**config.mk**
```make
export PLATFORM = sky130hd
export DESIGN_NAME = flash_block_lock_and_reset
export DESIGN_NICKNAME = d
export VERILOG_FILES = /design/src/lock_pkg.sv /design/src/pin_sync.sv /design/src/flash_block_lock_and_reset.sv
export VERILOG_INCLUDE_DIRS = /design/src
export SDC_FILE = /design/constraint.sdc
export NUM_CORES = 1
export LEC_CHECK = 0
export ABC_AREA = 1
export BUFFER_PORTS_ARGS = -buffer_cell sky130_fd_sc_hd__buf_2
export CAP_MARGIN = 40
export CORE_UTILIZATION = 25
export DETAILED_ROUTE_END_ITERATION = 7
export GPL_TIMING_DRIVEN = 0
export PLACE_DENSITY = 0.39
export SYNTH_ARGS = -nofsm -noshare
export SYNTH_HDL_FRONTEND = slang
export SYNTH_SLANG_ARGS = --single-unit
```
**constraint.sdc**
```tcl
create_clock -name mclk -period 6 [get_ports mclk]
set_clock_uncertainty 0.05 [all_clocks]
set_input_delay 0.6 -clock mclk [delete_from_list [all_inputs] [get_ports mclk]]
set_output_delay 0.6 -clock mclk [all_outputs]
set_load 0.05 [all_outputs]
```
**src/lock_defines.svh**
```systemverilog
// constants for the block lock and software reset command logic
// assumes a 20 MHz system clock; included by bare name
`ifndef LOCK_DEFINES_SVH
`define LOCK_DEFINES_SVH
`define OP_READ_LOCK 8'h3D
`define OP_GLOBAL_LOCK 8'h7E
`define OP_GLOBAL_UNLOCK 8'h98
`define OP_LOCK_ONE 8'h36
`define OP_UNLOCK_ONE 8'h39
`define OP_RESET_ENABLE 8'h66
`define OP_RESET_DEVICE 8'h99
`define OP_PAGE_PROGRAM 8'h02
`define OP_SECTOR_ERASE 8'h20
`define OP_BLOCK_ERASE32 8'h52
`define OP_BLOCK_ERASE64 8'hD8
`define OP_WRITE_ENABLE 8'h06
`define OP_WRITE_DISABLE 8'h04
`define ADDR_BITS 24
`define OPCODE_BITS 8
`define BIT_COUNT_W 6
`define PIN_IDLE_LEVELS 3'h4
`define RESET_TIME_NS 30000
`define CLK_PERIOD_NS 50
`define RESET_CYCLES ((`RESET_TIME_NS + `CLK_PERIOD_NS - 1) / `CLK_PERIOD_NS)
`define LOCKED_BYTE 8'h01
`define UNLOCKED_BYTE 8'h00
`endif

```
**src/lock_pkg.sv**
```systemverilog
// types for the block lock and software reset command logic
// assumes lock_defines.svh provides the constants
package lock_pkg;
	typedef enum logic [2:0] {
		ST_IDLE,
		ST_OPCODE,
		ST_ADDR,
		ST_OUT,
		ST_WAIT_END,
		ST_RECOVER
	} cmd_state_t;
endpackage : lock_pkg

```
**src/pin_sync.sv**
```systemverilog
// two flip-flop synchroniser for a group of pin inputs
// assumes the inputs are asynchronous to clk
`timescale 1ns/1ps
module pin_sync #(
	parameter int WIDTH = 3,
	parameter logic [WIDTH-1:0] RST_VAL = '0
) (
	// clock and reset
	input wire logic clk,
	input wire logic rst,
	// pins
	input wire logic [WIDTH-1:0] din,
	output logic [WIDTH-1:0] dout
);
	logic [WIDTH-1:0] meta_reg;

	always_ff @(posedge clk or posedge rst) begin
		if (rst) begin
			meta_reg <= RST_VAL;
			dout <= RST_VAL;
		end else begin
			meta_reg <= din;
			dout <= meta_reg;
		end
	end
endmodule : pin_sync

```
**src/flash_block_lock_and_reset.sv**
```systemverilog
// command decoder for per-block lock bits and the two-step software reset
// assumes the spi pins arrive asynchronously and are sampled on mclk
//
// Overview of operation
// - lock bits guard only when scheme select set
// - lock bits volatile, all set at reset
// - read lock: 3Dh plus 24-bit address, rising edges
// - lock value out on falling edges, msb first
// - lsb one means locked, zero unlocked
// - 7Eh alone then deselect locks every block
// - 98h alone then deselect unlocks every block
// - global commands need write permit latch set
// - software reset clears volatile state and aborts
// - reset only when 66h directly precedes 99h
// - other command after 66h cancels reset enable
// - ignore commands about 30us after reset
// - 36h plus address locks one block, needs latch
// - 39h plus address unlocks one block, needs latch
`timescale 1ns/1ps
`include "lock_defines.svh"
module flash_block_lock_and_reset
	import lock_pkg::*;
#(
	parameter int NUM_BLOCKS = 64,
	parameter int BLOCK_SHIFT = 16,
	parameter int RESET_CYCLES = `RESET_CYCLES
) (
	// clock and reset
	input wire logic mclk,
	input wire logic sys_rst,
	// spi pins
	input wire logic cs_n,
	input wire logic sclk,
	input wire logic serial_in,
	output logic serial_out,
	output logic serial_out_oe,
	// protection status bits
	input wire logic protection_scheme_select,
	input wire logic complement_protect,
	input wire logic sector_granularity_select,
	input wire logic top_bottom_select,
	input wire logic [2:0] range_protect_bits,
	input wire logic range_protected,
	// volatile state owned here
	output logic write_permit_latch,
	output logic suspended_flag,
	output logic [2:0] wrap_length_bits,
	output logic reset_busy,
	// array operation requests
	output logic op_start,
	output logic [7:0] op_code,
	output logic [`ADDR_BITS-1:0] op_addr,
	output logic op_abort,
	output logic [NUM_BLOCKS-1:0] lock_bits
);
	localparam int BW = $clog2(NUM_BLOCKS);
	localparam int RW = $clog2(RESET_CYCLES + 1);

	function automatic logic is_array_write(input logic [7:0] op);
		return op == `OP_PAGE_PROGRAM || op == `OP_SECTOR_ERASE ||
			op == `OP_BLOCK_ERASE32 || op == `OP_BLOCK_ERASE64;
	endfunction : is_array_write

	function automatic logic needs_addr(input logic [7:0] op);
		return op == `OP_READ_LOCK || op == `OP_LOCK_ONE || op == `OP_UNLOCK_ONE ||
			is_array_write(op);
	endfunction : needs_addr

	////////////////////////////////////////////////////////////////////////
	// pin sampling and edge detection
	logic cs_n_s, sclk_s, sin_s;
	logic sclk_d_reg;
	logic cs_n_d_reg;
	// resets to idle pin levels so no false select edge follows reset
	pin_sync #(.WIDTH(3), .RST_VAL(`PIN_IDLE_LEVELS)) u_sync (
		.clk(mclk),
		.rst(sys_rst),
		.din({cs_n, sclk, serial_in}),
		.dout({cs_n_s, sclk_s, sin_s})
	);
	always_ff @(posedge mclk or posedge sys_rst) begin
		if (sys_rst) begin
			sclk_d_reg <= 1'b0;
			cs_n_d_reg <= 1'b1;
		end else begin
			sclk_d_reg <= sclk_s;
			cs_n_d_reg <= cs_n_s;
		end
	end
	wire sclk_rise = sclk_s & ~sclk_d_reg;
	wire sclk_fall = ~sclk_s & sclk_d_reg;
	wire cs_rise = cs_n_s & ~cs_n_d_reg;

	////////////////////////////////////////////////////////////////////////
	// command shifter
	cmd_state_t state_reg;
	logic [7:0] opc_reg;
	logic [`ADDR_BITS-1:0] addr_reg;
	logic [`BIT_COUNT_W-1:0] cnt_reg;
	logic [7:0] out_reg;
	logic [RW-1:0] rst_cnt_reg;
	logic reset_enable_reg;
	wire [7:0] opc_next = {opc_reg[6:0], sin_s};
	wire [`ADDR_BITS-1:0] addr_next = {addr_reg[`ADDR_BITS-2:0], sin_s};
	wire [BW-1:0] blk_idx = BW'(addr_next >> BLOCK_SHIFT);
	wire opc_done = state_reg == ST_OPCODE && sclk_rise &&
		cnt_reg == `BIT_COUNT_W'(`OPCODE_BITS - 1);
	wire addr_done = state_reg == ST_ADDR && sclk_rise &&
		cnt_reg == `BIT_COUNT_W'(`ADDR_BITS - 1);
	wire [BW-1:0] op_blk = BW'(addr_reg >> BLOCK_SHIFT);
	wire frame_end = cs_rise && state_reg != ST_RECOVER;
	wire do_reset = frame_end && state_reg == ST_WAIT_END &&
		opc_reg == `OP_RESET_DEVICE && reset_enable_reg;
	wire cmd_done = frame_end && state_reg == ST_WAIT_END;

	always_ff @(posedge mclk or posedge sys_rst) begin
		if (sys_rst) begin
			state_reg <= ST_IDLE;
			opc_reg <= 8'h00;
			addr_reg <= '0;
			cnt_reg <= '0;
			rst_cnt_reg <= '0;
		end else begin
			case (state_reg)
				ST_IDLE: begin
					if (!cs_n_s) begin
						state_reg <= ST_OPCODE;
						cnt_reg <= '0;
					end
				end
				ST_OPCODE: begin
					if (cs_n_s) begin
						state_reg <= ST_IDLE;
					end else if (sclk_rise) begin
						opc_reg <= opc_next;
						cnt_reg <= cnt_reg + 1'b1;
						if (opc_done) begin
							cnt_reg <= '0;
							state_reg <= needs_addr(opc_next) ? ST_ADDR : ST_WAIT_END;
						end
					end
				end
				ST_ADDR: begin
					if (cs_n_s) begin
						state_reg <= ST_IDLE;
					end else if (sclk_rise) begin
						addr_reg <= addr_next;
						cnt_reg <= cnt_reg + 1'b1;
						if (addr_done) begin
							state_reg <= opc_reg == `OP_READ_LOCK ? ST_OUT : ST_WAIT_END;
						end
					end
				end
				ST_OUT: begin
					if (cs_n_s) begin
						state_reg <= ST_IDLE;
					end
				end
				ST_WAIT_END: begin
					if (do_reset) begin
						state_reg <= ST_RECOVER;
						rst_cnt_reg <= RW'(RESET_CYCLES);
					end else if (cs_n_s) begin
						state_reg <= ST_IDLE;
					end
				end
				ST_RECOVER: begin
					if (rst_cnt_reg != '0) begin
						rst_cnt_reg <= rst_cnt_reg - 1'b1;
					end else if (cs_n_s) begin
						state_reg <= ST_IDLE;
					end
				end
				default: state_reg <= ST_IDLE;
			endcase
		end
	end

	////////////////////////////////////////////////////////////////////////
	// reset enable tracking
	always_ff @(posedge mclk or posedge sys_rst) begin
		if (sys_rst) begin
			reset_enable_reg <= 1'b0;
		end else if (cmd_done || (frame_end && state_reg != ST_IDLE)) begin
			reset_enable_reg <= cmd_done && opc_reg == `OP_RESET_ENABLE;
		end
	end

	////////////////////////////////////////////////////////////////////////
	// lock bits
	wire wel_ok = write_permit_latch;
	always_ff @(posedge mclk or posedge sys_rst) begin
		if (sys_rst) begin
			lock_bits <= '1;
		end else if (do_reset) begin
			lock_bits <= '1;
		end else if (cmd_done && wel_ok) begin
			if (opc_reg == `OP_GLOBAL_LOCK) begin
				lock_bits <= '1;
			end else if (opc_reg == `OP_GLOBAL_UNLOCK) begin
				lock_bits <= '0;
			end else if (opc_reg == `OP_LOCK_ONE) begin
				lock_bits[op_blk] <= 1'b1;
			end else if (opc_reg == `OP_UNLOCK_ONE) begin
				lock_bits[op_blk] <= 1'b0;
			end
		end
	end

	////////////////////////////////////////////////////////////////////////
	// write permit latch and other volatile settings
	wire write_cmd = cmd_done && (opc_reg == `OP_GLOBAL_LOCK ||
		opc_reg == `OP_GLOBAL_UNLOCK || opc_reg == `OP_LOCK_ONE ||
		opc_reg == `OP_UNLOCK_ONE || opc_reg == `OP_WRITE_DISABLE ||
		is_array_write(opc_reg));
	always_ff @(posedge mclk or posedge sys_rst) begin
		if (sys_rst) begin
			write_permit_latch <= 1'b0;
			suspended_flag <= 1'b0;
			wrap_length_bits <= 3'h0;
		end else if (do_reset) begin
			write_permit_latch <= 1'b0;
			suspended_flag <= 1'b0;
			wrap_length_bits <= 3'h0;
		end else if (cmd_done && opc_reg == `OP_WRITE_ENABLE) begin
			write_permit_latch <= 1'b1;
		end else if (write_cmd) begin
			write_permit_latch <= 1'b0;
		end
	end

	////////////////////////////////////////////////////////////////////////
	// array operation requests
	wire blk_locked = protection_scheme_select && lock_bits[op_blk];
	wire arr_ok = protection_scheme_select ? !blk_locked : !range_protected;
	always_ff @(posedge mclk or posedge sys_rst) begin
		if (sys_rst) begin
			op_start <= 1'b0;
			op_code <= 8'h00;
			op_addr <= '0;
			op_abort <= 1'b0;
			reset_busy <= 1'b0;
		end else begin
			op_start <= cmd_done && is_array_write(opc_reg) && wel_ok && arr_ok;
			op_abort <= do_reset;
			reset_busy <= do_reset || (state_reg == ST_RECOVER && rst_cnt_reg != '0);
			if (cmd_done) begin
				op_code <= opc_reg;
				op_addr <= addr_reg;
			end
		end
	end

	////////////////////////////////////////////////////////////////////////
	// lock value output
	always_ff @(posedge mclk or posedge sys_rst) begin
		if (sys_rst) begin
			out_reg <= 8'h00;
			serial_out <= 1'b0;
			serial_out_oe <= 1'b0;
		end else if (addr_done && opc_reg == `OP_READ_LOCK) begin
			out_reg <= lock_bits[blk_idx] ? `LOCKED_BYTE : `UNLOCKED_BYTE;
		end else if (state_reg == ST_OUT && cs_n_s) begin
			serial_out_oe <= 1'b0;
		end else if (state_reg == ST_OUT && sclk_fall) begin
			serial_out <= out_reg[7];
			serial_out_oe <= 1'b1;
			out_reg <= {out_reg[6:0], out_reg[7]};
		end
	end

	////////////////////////////////////////////////////////////////////////
	// checks
	global_lock_a: assert property (@(posedge mclk) disable iff (sys_rst)
		cmd_done && wel_ok && opc_reg == `OP_GLOBAL_LOCK |=> lock_bits == '1)
		else $error("global lock missed");
	global_unlock_a: assert property (@(posedge mclk) disable iff (sys_rst)
		cmd_done && wel_ok && opc_reg == `OP_GLOBAL_UNLOCK |=> lock_bits == '0)
		else $error("global unlock missed");
	latch_guard_a: assert property (@(posedge mclk) disable iff (sys_rst)
		cmd_done && !wel_ok && !do_reset |=> $stable(lock_bits))
		else $error("lock changed without latch");
	reset_clears_a: assert property (@(posedge mclk) disable iff (sys_rst)
		do_reset |=> !write_permit_latch && lock_bits == '1 && op_abort)
		else $error("reset left state");
	reset_pair_a: assert property (@(posedge mclk) disable iff (sys_rst)
		$rose(reset_enable_reg) |-> $past(cmd_done && opc_reg == `OP_RESET_ENABLE))
		else $error("reset enable armed without enable frame");
	enable_cancel_a: assert property (@(posedge mclk) disable iff (sys_rst)
		cmd_done && opc_reg != `OP_RESET_ENABLE && opc_reg != `OP_RESET_DEVICE
		|=> !reset_enable_reg)
		else $error("reset enable kept");
	recover_hold_a: assert property (@(posedge mclk) disable iff (sys_rst)
		do_reset |=> state_reg == ST_RECOVER [*8])
		else $error("recovery cut short");
	locked_block_a: assert property (@(posedge mclk) disable iff (sys_rst)
		cmd_done && protection_scheme_select && lock_bits[op_blk] |=> !op_start)
		else $error("locked block written");
	out_oe_a: assert property (@(posedge mclk) disable iff (sys_rst)
		serial_out_oe |-> $past(state_reg == ST_OUT))
		else $error("output driven outside read");
	read_cov: cover property (@(posedge mclk) disable iff (sys_rst)
		state_reg == ST_OUT && sclk_fall);
	reset_cov: cover property (@(posedge mclk) disable iff (sys_rst) do_reset);
	unlock_cov: cover property (@(posedge mclk) disable iff (sys_rst)
		cmd_done && wel_ok && opc_reg == `OP_GLOBAL_UNLOCK);
endmodule : flash_block_lock_and_reset

```
---- After elaboration in Yosys (flattened, before gate mapping) ----
Cells that the tools add are included.
storage, ports and cells
  input port bits ......................... 13
  bits in registers ....................... 170
operators by class
  reductions and logical operators ........ 59
  multiplexer cells ....................... 45
  magnitude comparators ................... 3
  add/sub/neg operators ................... 2
  equal/unequal tests ..................... 41
  bitwise operators ....................... 12
operators by type and width
  kind                                                                   count
  64-bit 2-to-1 mux                                                      6
  64-bit AND                                                             1
  8-bit by 6-bit equality test with 1-bit output, second input constant  8
  64-bit NOT                                                             1
  64-bit OR                                                              1
  3-bit 2-to-1 mux                                                       12
  6-bit 2-to-1 mux                                                       6
  8-bit by 7-bit equality test with 1-bit output, second input constant  4
  8-bit equality test, second input constant                             4
  8-bit 2-to-1 mux                                                       3
  1-bit logical AND                                                      22
  10-bit 2-to-1 mux                                                      2
  10-bit one-hot mux with 2 select lines                                 1
  3-bit one-hot mux with 6 select lines                                  1
  6-bit one-hot mux with 3 select lines                                  1
  8-bit by 2-bit equality test with 1-bit output, second input constant  2
  8-bit by 3-bit equality test with 1-bit output, second input constant  2
  1-bit logical OR                                                       16
  2-bit != test, second input constant                                   8
  6-bit by 7-bit < comparator with 1-bit output, second input constant   2
  1-bit binary-select mux with 6-bit select                              2
  3-bit by 2-bit != test with 1-bit output, second input constant        4
  3-bit AND reduction                                                    4
  6-bit AND reduction                                                    2
  21 further kinds                                                       47

---- Longest topological paths before layout ----
Gate-level depths: netlist of the first run.
  depth after elaboration ................. 12
  depth in mapped cells ................... 14
  gate-level depth less buffers ........... 12

---- By module ----
A second synthesis of the first run with hierarchy kept.
unflattened totals
  cell total of the unflattened synthesis .. 1352
  area total of the unflattened synthesis .. 9735.6 µm²
modules (own cells, without submodules)
  module                      cells an instance  area each (µm²)  instances
  flash_block_lock_and_reset  1345               9579.2           1
  pin_sync                    7                  156.4            1

---- Least setup slack after synthesis of the first run ----
OpenSTA, ideal clock, no wires.
  path type ............................... register to register
  from .................................... register u_sync.dout[2]
  to ...................................... register lock_bits[15]
  period minus slack after synthesis ...... 1.995 ns
  required time ........................... 5.875 ns
  buffers on the path ..................... 2
  library setup time ...................... 0.075 ns
  cell stages (with the launch flop) ...... 10
  arrival ................................. 1.869 ns
  slack ................................... 4.005 ns
  cell sequence ........................... dfstp_2 > buf_4 > inv_4 > nor4_4 > nand3_2 > inv_2 > nor2_4 > buf_2 > o21ai_1 > inv_2
between the ends
  cells in the longest elaborated chain, start to end .. 7
  elaborated cells between the ends (all ways) .. 10
ends and longest elaborated chain
  item                                                                       line                                                                  source
  from (decl)                                                                pin_sync.sv:13                                                        output logic [WIDTH-1:0] dout
  from (signal assigned)                                                     pin_sync.sv:23                                                        dout <= meta_reg;
  1-bit AND (*)                                                              flash_block_lock_and_reset.sv:92                                      wire cs_rise = cs_n_s & ~cs_n_d_reg;
  1-bit logical AND (*)                                                      flash_block_lock_and_reset.sv:111                                     wire frame_end = cs_rise && state_reg != ST_RECOVER;
  1-bit logical AND (*)                                                      flash_block_lock_and_reset.sv:112, flash_block_lock_and_reset.sv:114
  1-bit logical AND (no line)                                                n/a
  1-bit logical AND                                                          flash_block_lock_and_reset.sv:112                                     wire do_reset = frame_end && state_reg == ST_WAIT_END &&
  5-bit nonzero test (no line) / 2-bit nonzero test (equally long branches)  n/a
  2-bit AND reduction (no line)                                              n/a
  to (signal assigned)                                                       flash_block_lock_and_reset.sv:194                                     lock_bits <= '1;
  to (signal assigned)                                                       flash_block_lock_and_reset.sv:196                                     lock_bits <= '1;
  to (signal assigned)                                                       flash_block_lock_and_reset.sv:199                                     lock_bits <= '1;
  to (decl)                                                                  flash_block_lock_and_reset.sv:54                                      output logic [NUM_BLOCKS-1:0] lock_bits
Every way passes the cells marked *; elsewhere a longest branch is shown, timed or not.
A chain may end at the register's enable or synchronous reset.

---- Worst setup path after layout of the first run ----
  from .................................... register addr_reg[17]
  to ...................................... register lock_bits[40]
between the ends
  cells in the longest elaborated chain, start to end .. 12
  elaborated cells between the ends (all ways) .. 14
ends and longest elaborated chain
  item                                                                                                                                          line                                                                  source
  from (decl)                                                                                                                                   flash_block_lock_and_reset.sv:98                                      logic [`ADDR_BITS-1:0] addr_reg;
  from (signal assigned)                                                                                                                        flash_block_lock_and_reset.sv:147                                     addr_reg <= addr_next;
  6-bit by 7-bit < comparator with 1-bit output (not written as such) / 6-bit by 1-bit >= comparator with 1-bit output (equally long branches)  flash_block_lock_and_reset.sv:203, flash_block_lock_and_reset.sv:205
  1-bit logical AND (not written as such)                                                                                                       flash_block_lock_and_reset.sv:203, flash_block_lock_and_reset.sv:205
  1-bit 2-to-1 mux (not written as such)                                                                                                        flash_block_lock_and_reset.sv:203, flash_block_lock_and_reset.sv:205
  1-bit demux with 6-bit select (*)                                                                                                             flash_block_lock_and_reset.sv:203, flash_block_lock_and_reset.sv:205
  64-bit NOT (no line)                                                                                                                          n/a
  64-bit AND (no line)                                                                                                                          n/a
  64-bit 2-to-1 mux                                                                                                                             flash_block_lock_and_reset.sv:204                                     end else if (opc_reg == `OP_UNLOCK_ONE) begin
  64-bit 2-to-1 mux (*)                                                                                                                         flash_block_lock_and_reset.sv:202                                     end else if (opc_reg == `OP_LOCK_ONE) begin
  64-bit 2-to-1 mux (*)                                                                                                                         flash_block_lock_and_reset.sv:200                                     end else if (opc_reg == `OP_GLOBAL_UNLOCK) begin
  64-bit 2-to-1 mux (*)                                                                                                                         flash_block_lock_and_reset.sv:198                                     if (opc_reg == `OP_GLOBAL_LOCK) begin
  64-bit 2-to-1 mux (*)                                                                                                                         flash_block_lock_and_reset.sv:197                                     end else if (cmd_done && wel_ok) begin
  64-bit 2-to-1 mux (*)                                                                                                                         flash_block_lock_and_reset.sv:195                                     end else if (do_reset) begin
  to (signal assigned)                                                                                                                          flash_block_lock_and_reset.sv:196
  to (signal assigned)                                                                                                                          flash_block_lock_and_reset.sv:199
  to (signal assigned)                                                                                                                          flash_block_lock_and_reset.sv:201                                     lock_bits <= '0;
Every way passes the cells marked *; elsewhere a longest branch is shown, timed or not. The select of a mux whose other input is x is not followed.

==> results.md, run 1 <==
- Run status: finished clean
- # clock sinks: 170
- Drc violations: 0
- RR Startpoint: addr_reg[17]
- Largest net degree at the start of global routing: a little under 90
- Initial antenna violation count: 0
- Drt via density: roughly 4.8
- Routability cong.: 0.935
- Clock Tree Buf Depth: 2
- TritonCTS clock tree: yes
- Synthesis-to-layout area growth: 18.4%
- Antenna viol nets, final: 0
- Fmax: ~340 MHz
- Placed instance area: 11,500 µm²
- Asr flop ratio synth: 100%
- Fin cells: about 2,200
- CP required: ~6.4 ns
- Post-route design area: ~12,000 µm²
- DR WL/cell: ~19 µm
- Critical path class: reg -> reg
- Worst Tran Pin Value: around 0.9 ns
- # setup viols final: 0
- Power per cell area: between 200 and 250 nW/µm²
- Synth Cell Area: between 10,000 and 15,000 µm²
- I/O pins: ~120
- DRT iter0 DRCs: 848
- Post-synth top area share: 25.1%
- Vias in the first global route: 10,100
- Final Critical Period: between 2 and 3 ns
- Via count: between 10,000 and 15,000
- Post-CTS setup buffers: 0
- Number of synthesized register bits: 170
- Worst-path clk slew: approximately 0.070 ns
- R2r endpoint: lock_bits[40]
- R2r setup slk: 3.10 ns
- R2R depth: 11
- Pre-CTS setup slack: 3.21 ns
- Inst Count DP: approximately 2,100
- Global-route wire length before repair: 63,100 µm
- Die height: around 200 µm
- P_leak: 6.34 nW
- Final Hold Viols: 0
- Syn. warnings: 0
- CP Capture Type: register
- Die area: between 40,000 and 50,000 µm²
- NumNets Final: around 1,700
- Final setup margin: approximately 3.1 ns
- Most frequently used flop master after synthesis: dfrtp_1
- Total wire length: just over 40,000 µm
- Top-count cell post-synth: nand2_1
- H-tree levels: 4
- Total gr overflow: 0
- Synth cell types: ~40
- Slew Viols, Final: 0
- Die width: approximately 200 µm
- Largest register FFs: between 60 and 70
- Largest cells by area after synthesis: dfrtp_1 25%, nand2_1 19%, dfstp_2 17%
- Post-synth EDFFs: 0
- RSZ-0062 raised after global routing: no
- Dpl hpwl: 30,400 µm
- Layout cells sized above 1: between 10% and 20%
- Critical Path Fanout Max: 10
- Synth top cells by count: 514 x nand2_1, 178 x inv_1, 175 x nand3_1
- CP arrival: between 3 and 4 ns
- Total track usage: around 20%
- Clock buffer count from CTS: 17
- IR drop worst, VDD: around 180 µV
- Resize count post-CTS: 0
- Clock root cell: clkbuf_16
- Skew-Pair Late Insertion Delay: ~0.46 ns
- Sequential area share after synthesis: between 40% and 50%
- Largest area contributor in the netlist: dfrtp_1
- Type of the most critical hold path: in -> async
- Drt pass-1 iters: 5
- Post-Syn Instances: between 1,500 and 2,000
- Mapped Avg Cell Area: approximately 6.8 µm²
- Num rows: 73
- Core area: roughly 40,000 µm²
- Startpoint Class: register
- Final worst path period share: 48.3%
- N_diodes: 0
- Buffers on Ports: roughly 110
- Relative slew slack: between 40% and 50%
- Worst hold margin: 0.171 ns
- Hold_buf cts: 0
- Count of maximum capacitance violations: 0
- Starting Density: about 26%
## stage by stage
stage | setup TNS, ns | power [W] | util [%]
4_1_cts | 0 | 0.00287 | 30.3
5_1_grt | 0 | 0.00297 | 30.3
2_1_floorplan | 0 | 0.00154 | -
3_5_place_dp | 0 | 0.00165 | 28.8
6_report | 0 | 0.00282 | 30.3
3_3_place_gp | -169.28 | 0.00165 | 28.6
## placed cells by master (no fill, tap or decap), types with 9 or more instances in the layout
cell type and instances:
a21oi_1 32, buf_2 123, inv_1 177, buf_1 11, nand3_1 175, clkbuf_16 17, clkbuf_1 42, o21ai_1 44
buf_6 9, nand2_1 514, inv_2 21, o21ai_0 151, dfrtp_1 103, o21ai_2 9, dfstp_2 67, nor2_1 58
nand4_1 11, o211ai_1 10
## worst max-delay path: stages (launching register included)
cell      delay, ns
dfrtp_1        0.40
inv_1          0.09
buf_2          0.34
nand2_1        0.14
nor2_1         0.18
clkbuf_1       0.58
inv_1          0.41
o21ai_0        0.25
nand3_1        0.10
nand3_1        0.12
nand2_1        0.10
inv_1          0.07
## worst max path at each step
stage | cells past startpoint | from | end | slack [ns]
6_report | 11 | addr_reg[17] | lock_bits[40] | 3.10
5_1_grt | 9 | addr_reg[16] | lock_bits[33] | 3.05
4_1_cts | 10 | addr_reg[16] | lock_bits[30] | 3.21
3_5_place_dp | 10 | addr_reg[16] | lock_bits[30] | 3.21
3_3_place_gp | 2 | sys_rst | op_abort | -1.68
2_1_floorplan | 1 | sys_rst | addr_reg[0] | 0.86
## cell families after synthesis
group                      count (synthesis)  synth area share (%)
AOI/OAI and AO/OA                        264                  13.8
xor gates and xnor gates                   5                 0.427
adders and majority gates                  3                 0.366
buffers and inverters                    289                  11.6
DFF                                      170                  42.3
other                                      1                0.0365
and+or+nand+nor                          775                  31.5
## per-layer routing
layer  GRT usage [%]  part of all wire (%)
met4            7.25                   2.9
met2            33.6                    47
met5               0                     0
met1            26.3                    44
met3            4.01                   5.5
## cell type report
cell class / instances / area [µm²]
multi-input cells: 1051 / 4750
flip-flops and latches: 170 / 4340
plain buffers: 81 / 402
repair buffers: 111 / 591
well taps: 525 / 657
inverters: 208 / 793
clock inverters: 14 / 189
clock buffers: 18 / 429
fillers: 4482 / 27900
## power by group
group	leakage, nW	internal (W)	switching (W)
combinational	3.93	0.0000971	0.000269
sequential	2.11	0.00120	0.0000573
clock	0.304	0.000666	0.000535
total	6.34	0.00196	0.000862
No activity file was read; power rests on OpenSTA's default activity.
==> run 2, diff against run 1 <==
- PLACE_DENSITY: 0.39 -> 0.4
- clock period: 6 -> 2.55 ns (I/O delays scaled with it)
==> run 2 against run 1 <==
  * Via count decreased by 0.37%
  * Sequential cell count unchanged
  * Register-to-register slack got worse by 3.0 ns
  * Die area unchanged
  * Critical path type unchanged
  * Global-route usage about the same
  * Sequential power increased by 130%
  * Cell count increased by 0.46%
  * Non-clock buffer count increased by 10
==> results.md, run 2 (synthesis gave the netlist of run 1 again) <==
- Buffers on Ports: 108 (unchanged)
- Met1 Use GR: 26.1% (was 26.3%)
- Fmax: 412 MHz (was 345 MHz)
- Total gr overflow: 0 (unchanged)
- CP arrival: 2.72 ns (was 3.25 ns)
- Slew Viols, Final: 0 (unchanged)
- Final worst path period share: 95.3% (was 48.3%)
- NumNets Final: 1,666 (was 1,656)
- Commonest cells after routing, fill and taps aside: 511 x nand2_1, 176 x inv_1, 175 x nand3_1 (was 514 x nand2_1, 177 x inv_1, 175 x nand3_1)
- Startpoint Class: register (unchanged)
- Num rows: 73 (unchanged)
- P_leak: 6.39 nW (was 6.34 nW)
- Clock buffer count from CTS: 17 (unchanged)
- Drc violations: 0 (unchanged)
- Count of maximum capacitance violations: 0 (unchanged)
- Layout cells sized above 1: 18.7% (was 16.9%)
- Synthesis-to-layout area growth: 19.5% (was 18.4%)
- H-tree levels: 4 (unchanged)
- I/O pins: 119 (unchanged)
- Critical path class: reg -> reg (unchanged)
- CP Capture Type: register (unchanged)
- Type of the most critical hold path: in -> reg (was in -> async)
- Total track usage: 20.4% (about the same)
- Skew-Pair Late Insertion Delay: 0.46 ns (about the same)
- IR drop worst, VDD: 458 µV (was 179 µV)
- Run status: finished clean (unchanged)
- Dpl hpwl: 30,500 µm (was 30,400 µm)
- Final Critical Period: 2.43 ns (was 2.90 ns)
- Vias in the first global route: 10,200 (was 10,100)
- Drt via density: 4.73 (was 4.77)
- Clock root cell: clkbuf_16 (unchanged)
- DR WL/cell: 18.9 µm (was 19.1 µm)
- Antenna viol nets, final: 0 (unchanged)
- # clock sinks: 170 (unchanged)
- # setup viols final: 0 (unchanged)
- Core area: 40,100 µm² (unchanged)
- Worst-path clk slew: 0.07 ns (about the same)
- Total power: 0.00639 W (was 0.00282 W)
- Die area: 41,900 µm² (unchanged)
- Routability cong.: 0.944 (was 0.935)
- Largest register FFs: 64 (unchanged)
- GRT met3 Usage: 3.44% (was 4.01%)
- Critical Path Fanout Max: 10 (unchanged)
- Power per cell area: 521 nW/µm² (was 232 nW/µm²)
- Commonest non-fill, non-tap cell in the layout: nand2_1 (unchanged)
- Die height: 205 µm (unchanged)
- Die width: 205 µm (unchanged)
- Largest net degree at the start of global routing: 39 (was 89)
- Initial antenna violation count: 0 (unchanged)
- TritonCTS clock tree: yes (unchanged)
- Worst Tran Pin Value: 0.865 ns (was 0.881 ns)
- Clock Tree Buf Depth: 2 (unchanged)
- Total wire length: 41,300 µm (was 41,500 µm)
- Inst Count DP: 2,150 (was 2,146)
- Starting Density: 25.6% (unchanged)
- N_diodes: 0 (unchanged)
- Via count: 10,300 (was 10,400)
- CP required: 2.84 ns (was 6.35 ns)
- Drt pass-1 iters: 6 (was 5)
- Final Hold Viols: 0 (unchanged)
- Fin cells: 2,188 (was 2,178)
- DRT iter0 DRCs: 860 (was 848)
- Grt met2 use: 33.8% (was 33.6%)
- GR peak layer: met2 (unchanged)
- Relative slew slack: 42.3% (was 41.2%)
- Global-route wire length before repair: 63,600 µm (was 63,100 µm)
## run 2: cell count changes in the layout (fill, tap and decap cells not counted), sizes merged
cell	previous run	this run
inv	205	203
buf	151	154
bufinv	3	0
clkinv	14	7
clkinvlp	0	8
dlygate4sd3	0	5
clkbuf	59	65
## run 2: what timing repair did
action,CTS,global route
gates resized for setup,6,30
setup buffers,3,0
hold buffers,5,0
endpoints found under the hold margin,22,0
pin swaps,1,0
setup endpoints to repair,32,62
## run 2: stage by stage
| step | setup slack [ns] | TNS [ns] | hold slack [ns] | area [µm²] | util (%) |
|---|---|---|---|---|---|
| finish | 0.120 | 0 | 0.162 | 12300 | 30.6 |
| global route | -0.00380 | -0.00380 | 0.174 | 12300 | 30.6 |
| CTS | 0.0110 | 0 | 0.144 | 12200 | 30.5 |
| detailed placement | -0.129 | -2.28 | 0.285 | 11600 | 28.9 |
| global placement | -1.25 | -159.85 | 0.285 | 11500 | 28.6 |
| floorplan | 0.131 | 0 | 0.209 | 10300 | - |
## run 2: area by class of cell
cell class                 instances  area (µm²)
multi-input combinational       1051        4770
timing repair buffer             123         732
tap                              525         657
inverter                         208         802
sequential                       170        4340
buffer                            79         415
fill                            4479       27800
clock inverter                    10        82.6
clock buffer                      22         474
## run 2: path summary, 6_finish.rpt
path | slack [ns] | start | to | cells past startpoint
worst max register to register | 0.12 | addr_reg[16] | op_start | 14
max in group asynchronous | 1.22 | sys_rst | u_sync.meta_reg[2] | 6
min in group asynchronous | 0.44 | sys_rst | lock_bits[55] | 3
worst min-delay path | 0.16 | range_protected | op_start | 4
worst min register to register | 0.30 | u_sync.meta_reg[0] | u_sync.dout[0] | 0
worst max-delay path | 0.12 | addr_reg[16] | op_start | 14
## run 2: per-layer routing
metal / part of all wire [%] / up-vias
li1: - / 5079
met1: 43 / 4850
met2: 47 / 335
met3: 6.0 / 78
met4: 3.5 / 0
met5: 0 / -
## run 2: power breakdown
group | internal (W) | switching, W | leakage [nW] | total (W)
Clock | 0.00134 | 0.00121 | 0.260 | 0.00255
Combinational | 0.000250 | 0.000639 | 4.02 | 0.000889
Sequential | 0.00282 | 0.000134 | 2.11 | 0.00296
Total | 0.00441 | 0.00198 | 6.39 | 0.00639
## run 2: worst max-delay path, cell delays in order, from the launching register on
cell and delay, ns:
dfrtp_1 0.35, buf_2 0.18, inv_2 0.26, clkbuf_1 0.57, nand2_1 0.11, nand2_1 0.09
nand2_1 0.05, nand2_1 0.10, nand2_1 0.05, nand2_1 0.06, nand2_1 0.13, nand2_1 0.09
nor2_1 0.04, nand2_1 0.10, a21oi_1 0.08
